<file path="config.mk">
export PLATFORM = sky130hd
export DESIGN_NAME = boundary_scan_test_mode
export DESIGN_NICKNAME = d
export VERILOG_FILES = /design/src/hw/scan_pkg.sv /design/src/hw/scan_stream_if.sv /design/src/hw/boundary_scan_test_mode.sv /design/src/hw/scan_fifo.sv
export VERILOG_INCLUDE_DIRS = /design/src /design/src/hw
export SDC_FILE = /design/constraint.sdc
export NUM_CORES = 1
export LEC_CHECK = 0
export ABC_AREA = 1
export BUFFER_PORTS_ARGS = -buffer_cell sky130_fd_sc_hd__buf_2
export CORE_ASPECT_RATIO = 1.2
export CORE_MARGIN = 8
export CORE_UTILIZATION = 53
export DETAILED_ROUTE_END_ITERATION = 16
export PLACE_DENSITY = 0.75
export SYNTH_ARGS = -nofsm -noshare
export SYNTH_HDL_FRONTEND = slang
export SYNTH_SLANG_ARGS = --single-unit
</file>
<file path="constraint.sdc">
create_clock -name clk -period 1.95 [get_ports clk]
set_input_delay 0 -clock clk [delete_from_list [all_inputs] [get_ports clk]]
set_output_delay 0 -clock clk [all_outputs]
set_load 0.01 [all_outputs]
</file>
<file path="src/hw/scan_map.svh">
// What this block does
// - Scan mode serialises pad levels on strobe pin
// - Enable low keeps pins in normal duty
// - 67 positions, position 1 shifted first
// - Zeros follow after position 67
// - Mirroring disabled during scan mode
// - Positions 56 and 57 read zero
// - Select low captures, high shifts
// - Scan clock pulses, rising edge only
// - Enable high enters, low leaves scan
// - Output enable low drives, high floats
// - Scan: nominal address termination, data off
`ifndef SCAN_MAP_SVH
`define SCAN_MAP_SVH
`define SCAN_CHAIN_LEN 67
`define SCAN_RSV_IDX_A 55
`define SCAN_RSV_IDX_B 56
`define SCAN_IN_SEN 0
`define SCAN_IN_SSH 1
`define SCAN_IN_SCK 2
`define SCAN_IN_SOE 3
`define SCAN_IN_MF 4
`define SCAN_IN_PAD 5
`define SCAN_SYNC_W 72
`define SCAN_FIFO_WIDTH 1
`define SCAN_FIFO_DEPTH 8
`endif

</file>
<file path="src/hw/scan_pkg.sv">
package scan_pkg;
   typedef enum logic {st_normal, st_scan} mode_t;
   typedef enum logic {op_capture, op_shift} scan_op_t;
   typedef logic [66:0] chain_t;
endpackage

</file>
<file path="src/hw/scan_stream_if.sv">
`timescale 1ns/1ps
interface scan_stream_if #(parameter int WIDTH = 1);
   logic flush;
   logic push_valid;
   logic push_ready;
   logic [WIDTH-1:0] push_data;
   logic pop_valid;
   logic pop_ready;
   logic [WIDTH-1:0] pop_data;
   modport producer (output flush, push_valid, push_data, pop_ready,
                     input push_ready, pop_valid, pop_data);
   modport buffer (input flush, push_valid, push_data, pop_ready,
                   output push_ready, pop_valid, pop_data);
endinterface

</file>
<file path="src/hw/boundary_scan_test_mode.sv">
`timescale 1ns/1ps
`include "scan_map.svh"
module boundary_scan_test_mode
   import scan_pkg::*;
(
   input wire logic clk,
   input wire logic reset_n,
   input wire logic [66:0] pad_levels,
   input wire logic scan_mode_enable,
   input wire logic scan_shift_select,
   input wire logic scan_clock,
   input wire logic scan_output_enable_n,
   input wire logic mirror_function_pin,
   input wire logic core_strobe_out,
   input wire logic core_strobe_oe_n,
   input wire logic write_strobe_lane0_in,
   output logic write_strobe_lane0_out,
   output logic write_strobe_lane0_oe_n,
   output logic core_strobe_in,
   output logic mirror_active,
   output logic ca_term_nominal,
   output logic dq_term_on,
   output logic scan_active
);
   localparam int SW = `SCAN_SYNC_W;

   // Pin synchroniser: three stages, level taken when stages two and three agree
   logic [SW-1:0] raw_in;
   logic [SW-1:0] s1_ff, s2_ff, s3_ff, lvl_ff, nxt_lvl;
   assign raw_in = {pad_levels, mirror_function_pin, scan_output_enable_n, scan_clock,
                    scan_shift_select, scan_mode_enable};

   always_comb begin
      nxt_lvl = (s2_ff & s3_ff) | (lvl_ff & (s2_ff | s3_ff));
   end

   always_ff @(posedge clk or negedge reset_n) begin
      if (!reset_n) begin
         s1_ff <= '0;
         s2_ff <= '0;
         s3_ff <= '0;
         lvl_ff <= '0;
      end else begin
         s1_ff <= raw_in;
         s2_ff <= s1_ff;
         s3_ff <= s2_ff;
         lvl_ff <= nxt_lvl;
      end
   end

   logic sen_lvl, ssh_lvl, sck_lvl, soe_n_lvl, mf_lvl;
   chain_t pad_lvl;
   assign sen_lvl = lvl_ff[`SCAN_IN_SEN];
   assign ssh_lvl = lvl_ff[`SCAN_IN_SSH];
   assign sck_lvl = lvl_ff[`SCAN_IN_SCK];
   assign soe_n_lvl = lvl_ff[`SCAN_IN_SOE];
   assign mf_lvl = lvl_ff[`SCAN_IN_MF];
   assign pad_lvl = lvl_ff[SW-1:`SCAN_IN_PAD];

   // Capture image with reserved balls forced low
   function automatic chain_t capture_image(input chain_t pads);
      chain_t img;
      img = pads;
      img[`SCAN_RSV_IDX_A] = 1'b0;
      img[`SCAN_RSV_IDX_B] = 1'b0;
      return img;
   endfunction

   scan_stream_if #(.WIDTH(`SCAN_FIFO_WIDTH)) st ();

   scan_fifo #(.WIDTH(`SCAN_FIFO_WIDTH), .DEPTH(`SCAN_FIFO_DEPTH)) u_fifo (
      .clk(clk),
      .reset_n(reset_n),
      .st(st)
   );

   // Mode, edge pending and chain state
   mode_t mode_ff, nxt_mode;
   logic sck_prev_ff, nxt_sck_prev;
   logic pend_ff, nxt_pend;
   scan_op_t op_ff, nxt_op;
   chain_t chain_ff, nxt_chain;
   logic sck_rise, in_scan, push_fire, pop_fire;

   assign in_scan = (mode_ff == st_scan);
   assign sck_rise = sck_lvl && !sck_prev_ff;
   assign push_fire = st.push_valid && st.push_ready;
   assign pop_fire = st.pop_valid && st.pop_ready;
   assign st.flush = !in_scan;
   assign st.push_valid = pend_ff && in_scan;
   assign st.push_data = nxt_chain[0];
   assign st.pop_ready = in_scan && !soe_n_lvl;

   always_comb begin
      nxt_mode = mode_ff;
      nxt_sck_prev = sck_lvl;
      nxt_pend = pend_ff;
      nxt_op = op_ff;
      nxt_chain = chain_ff;
      case (mode_ff)
         st_normal: begin
            nxt_pend = 1'b0;
            if (sen_lvl) nxt_mode = st_scan;
         end
         st_scan: begin
            if (pend_ff) begin
               if (op_ff == op_capture) begin
                  nxt_chain = capture_image(pad_lvl);
               end else begin
                  nxt_chain = {1'b0, chain_ff[66:1]};
               end
            end
            if (push_fire) nxt_pend = 1'b0;
            // A new edge wins over the retiring one
            if (sck_rise) begin
               nxt_pend = 1'b1;
               nxt_op = ssh_lvl ? op_shift : op_capture;
            end
            if (!push_fire) nxt_chain = chain_ff;
            if (!sen_lvl) begin
               nxt_mode = st_normal;
               nxt_pend = 1'b0;
            end
         end
         default: nxt_mode = st_normal;
      endcase
   end

   always_ff @(posedge clk or negedge reset_n) begin
      if (!reset_n) begin
         mode_ff <= st_normal;
         sck_prev_ff <= 1'b0;
         pend_ff <= 1'b0;
         op_ff <= op_capture;
         chain_ff <= '0;
      end else begin
         mode_ff <= nxt_mode;
         sck_prev_ff <= nxt_sck_prev;
         pend_ff <= nxt_pend;
         op_ff <= nxt_op;
         chain_ff <= nxt_chain;
      end
   end

   // Pin and side-band outputs, all registered
   logic nxt_pin_out, nxt_pin_oe_n, nxt_core_in, nxt_mirror, nxt_ca_term, nxt_dq_term;
   logic nxt_active;

   always_comb begin
      nxt_core_in = write_strobe_lane0_in;
      nxt_mirror = !in_scan && mf_lvl;
      nxt_ca_term = in_scan;
      nxt_dq_term = !in_scan;
      nxt_active = in_scan;
      if (in_scan) begin
         nxt_pin_out = pop_fire ? st.pop_data[0] : write_strobe_lane0_out;
         nxt_pin_oe_n = soe_n_lvl;
      end else begin
         nxt_pin_out = core_strobe_out;
         nxt_pin_oe_n = core_strobe_oe_n;
      end
   end

   always_ff @(posedge clk or negedge reset_n) begin
      if (!reset_n) begin
         write_strobe_lane0_out <= 1'b0;
         write_strobe_lane0_oe_n <= 1'b1;
         core_strobe_in <= 1'b0;
         mirror_active <= 1'b0;
         ca_term_nominal <= 1'b0;
         dq_term_on <= 1'b1;
         scan_active <= 1'b0;
      end else begin
         write_strobe_lane0_out <= nxt_pin_out;
         write_strobe_lane0_oe_n <= nxt_pin_oe_n;
         core_strobe_in <= nxt_core_in;
         mirror_active <= nxt_mirror;
         ca_term_nominal <= nxt_ca_term;
         dq_term_on <= nxt_dq_term;
         scan_active <= nxt_active;
      end
   end
endmodule // boundary_scan_test_mode

</file>
<file path="src/hw/scan_fifo.sv">
`timescale 1ns/1ps
module scan_fifo #(
   parameter int WIDTH = 1,
   parameter int DEPTH = 8
) (
   input wire logic clk,
   input wire logic reset_n,
   scan_stream_if.buffer st
);
   localparam int AW = $clog2(DEPTH);
   logic [WIDTH-1:0] mem_ff [DEPTH];
   logic [AW-1:0] wr_ff, nxt_wr, rd_ff, nxt_rd;
   logic [AW:0] cnt_ff, nxt_cnt;
   logic do_push, do_pop;

   assign st.push_ready = (cnt_ff != DEPTH[AW:0]) && !st.flush;
   assign st.pop_valid = (cnt_ff != '0) && !st.flush;
   assign st.pop_data = mem_ff[rd_ff];
   assign do_push = st.push_valid && st.push_ready;
   assign do_pop = st.pop_valid && st.pop_ready;

   always_comb begin
      nxt_wr = wr_ff;
      nxt_rd = rd_ff;
      nxt_cnt = cnt_ff;
      if (st.flush) begin
         nxt_wr = '0;
         nxt_rd = '0;
         nxt_cnt = '0;
      end else begin
         if (do_push) nxt_wr = (wr_ff == AW'(DEPTH - 1)) ? '0 : wr_ff + 1'b1;
         if (do_pop) nxt_rd = (rd_ff == AW'(DEPTH - 1)) ? '0 : rd_ff + 1'b1;
         nxt_cnt = cnt_ff + (AW+1)'(do_push) - (AW+1)'(do_pop);
      end
   end

   always_ff @(posedge clk or negedge reset_n) begin
      if (!reset_n) begin
         wr_ff <= '0;
         rd_ff <= '0;
         cnt_ff <= '0;
      end else begin
         wr_ff <= nxt_wr;
         rd_ff <= nxt_rd;
         cnt_ff <= nxt_cnt;
      end
   end

   always_ff @(posedge clk) begin
      if (do_push) mem_ff[wr_ff] <= st.push_data;
   end
endmodule // scan_fifo

</file>
==> results.tsv <==
metric	value	unit
status	completed	
netlist_instances	850	
post-route-util	66.35	%
fin_skew	15.61	ps
p_per_area	1272	nW/um^2
final_cell_area	15340	sq um
ir_worst_vdd	917.3	uV
die_h	184.1	um
wirelength	20780	um
synthesis.area	12480	sq um
core-area	23130	sq um
dp_hpwl	11600	um
pwr-share-seq	48.3	%
finalHoldViolCount	0	
drtPass1Iterations	4	
yosys_warnings	0	
hold_class	input pin to async pin	
synth.most_common_cell	dfrtp_1	
diodes	0	
clkSinkCount	375	
track_usage	15.28	%
synth_top_area_share	73.18	%
drive_above_1_share	24.34	%
via_per_inst	4.882	
clk_path_buf_depth	3	
die_area	28740	sq um
htree_levels	2	
p_leak	6.914	nW
clk_transition_reported_paths	60	ps
drv_slew	0	
drv_cap	0	
die_w	156.1	um
critPathKind	flop to flop	
route.detailed.drc	0	
cts_tree	yes	
slew_headroom	60.12	%
period_needed	1888	ps
async_flop_share	97.87	%
cp_slowest_cell	fa_2	
power.share.clock	36.7	%
synth_largest_area_cell	dfrtp_1	
finalSetupViolCount	0	
critical_path_arrival	2330	ps
dp.cells	1233	
worstSetupStartpointType	flop	
setup_ws	62.13	ps
combinationalPowerShare	14.9	%
gr-total-overflow	0	
crit_top_cell	ha_4	
syn_area_per_cell	14.68	sq um
wl_per_cell	15.11	um
synth_area_leaders	dfrtp_1 73%, maj3_1 5.6%, o31ai_2 3.8%	
power.switching	5.051	mW
grt_max_degree	88	
synth_common_cells	365 x dfrtp_1, 105 x nor2_1, 99 x nand2_1	
grt_pass1_wl	35240	um
insertion_delay	510	ps
pre_cts_ws	-53.34	ps
area_growth	22.95	%
max_freq	529.7	MHz
internal-power	14.46	mW
ios	84	
root_buffer	clkbuf_16	
grt_pass1_vias	7195	
crit_chain	inv_1, ha_4, nand3_2, nand2_2, inv_2, ha_4, inv_2, ha_4, fa_2, nand2_1, inv_1	
cp_max_fo	2	
post-route-period-util	96.81	%
ys_types	32	
slowest_delay	510	ps
ant_nets	0	
start_util	53.97	%
portBuffers	81	
yosysSeqAreaShare	75.53	%
ys.flop_type	dfrtp_1	
rows	61	
nets	1121	
power	19.51	mW
end_kind	flop	
numCtsBuffers	37	
dr_total_vias	6713	
yosys_register_bits	375	
antenna_found_initial	0	
hold_ws	46.82	ps
fin_setup_tns	0	ps
drt_iter0_drc	317	
tightest_slew	594.6	ps
final_cells	1375	
p_sw_share	25.89	%
synth_nets	938	
placed_area	13270	sq um
worstPathRequired	2390	ps
synth-edff-count	8	
place.gp.congestion	0.7300	
-- layout make-up --
class                   instances  area (sq um)
inverters                      27         101.3
clock inverters                14         181.4
multi-input cells             418          2788
repair buffers                174          1386
well taps                     315         394.1
fillers                      1584          7781
flip-flops and latches        375          9430
clock buffers                  52          1064
-- power by group through the flow --
stage          clock network (mW)  logic (mW)  registers [mW]
2_1_floorplan                   0        2.13            9.39
3_3_place_gp                    0        2.58            9.51
3_5_place_dp                    0        2.68            9.55
4_1_cts                      7.35        2.85            9.43
5_1_grt                      7.69        3.30            9.55
6_report                     7.17        2.91            9.43
-- flip-flops by register name (all words and copies together) (netlist names), 3 cells and up --
signal,count
chain_ff,67
lvl_ff,70
s1_ff,70
s2_ff,70
s3_ff,70
u_fifo.cnt_ff,4
u_fifo.mem_ff,8
u_fifo.rd_ff,3
u_fifo.wr_ff,3
-- routing by layer --
| metal | up-vias | share of wire, % | track usage (%) |
|---|---|---|---|
| li1 | 3160 | - | - |
| met1 | 3386 | 42 | 19.11 |
| met2 | 122 | 51 | 25.83 |
| met3 | 45 | 4.1 | 3.327 |
| met4 | 0 | 2.7 | 5.638 |
| met5 | - | 0 | 0 |
-- final timing paths --
path | startpoint | to | slack [ps] | cells past startpoint
setup / recovery | u_fifo.cnt_ff[3] | u_fifo.cnt_ff[1] | 60 | 11
hold / removal | reset_n | s3_ff[67] | 50 | 2
setup reg to reg | u_fifo.cnt_ff[3] | u_fifo.cnt_ff[1] | 60 | 11
hold reg to reg | s1_ff[19] | s2_ff[19] | 350 | 0
max in group asynchronous | reset_n | dq_term_on | 1130 | 3
min in group clk | pad_levels[31] | s1_ff[36] | 120 | 2
-- critical path, delay by kind of cell (launching register included) --
family | cells | cell delay (ps)
adder cells (fa/ha/maj) | 4 | 1050
buffers and inverters | 4 | 220
flip-flops | 1 | 370
AND/OR/NAND/NOR | 3 | 180
-- layout by cell type, fill, tap and decap left out, types with 4 or more instances in the layout --
master	Yosys	layout
inv_1	19	17
ha_1	10	6
nor2_1	105	105
o21ai_1	6	6
buf_2	16	80
nor2_2	39	39
maj3_1	70	70
bufinv_16	0	4
dfrtp_1	365	364
buf_12	4	7
clkbuf_1	0	8
nand3_1	9	8
clkbuf_8	0	6
ha_4	0	4
inv_2	7	9
dlygate4sd3_1	0	74
o31ai_2	38	38
clkbuf_16	0	38
o31ai_1	26	26
nand2_1	99	99
buf_4	7	12
clkinv_2	0	6
edfxtp_1	8	8
-- what timing repair did --
item | CTS | global route
resized for setup | 2 | 10
cloned | 0 | 0
pin swaps | 1 | 4
hold endpoints to repair | 438 | 0
buffers inserted | 0 | 2
setup endpoints to repair | 2 | 3
hold buffers | 74 | 0
-- kinds of logic after synthesis --
| family | share of synthesized area, % |
|---|---|
| adder cells (fa/ha/maj) | 6.777 |
| buffers and inverters | 2.787 |
| flip-flops | 75.53 |
| AND/OR/NAND/NOR | 8.942 |
| AO/OA/AOI/OAI | 5.895 |
| XOR/XNOR | 0.07019 |
No activity file was read; power rests on OpenSTA's default activity.
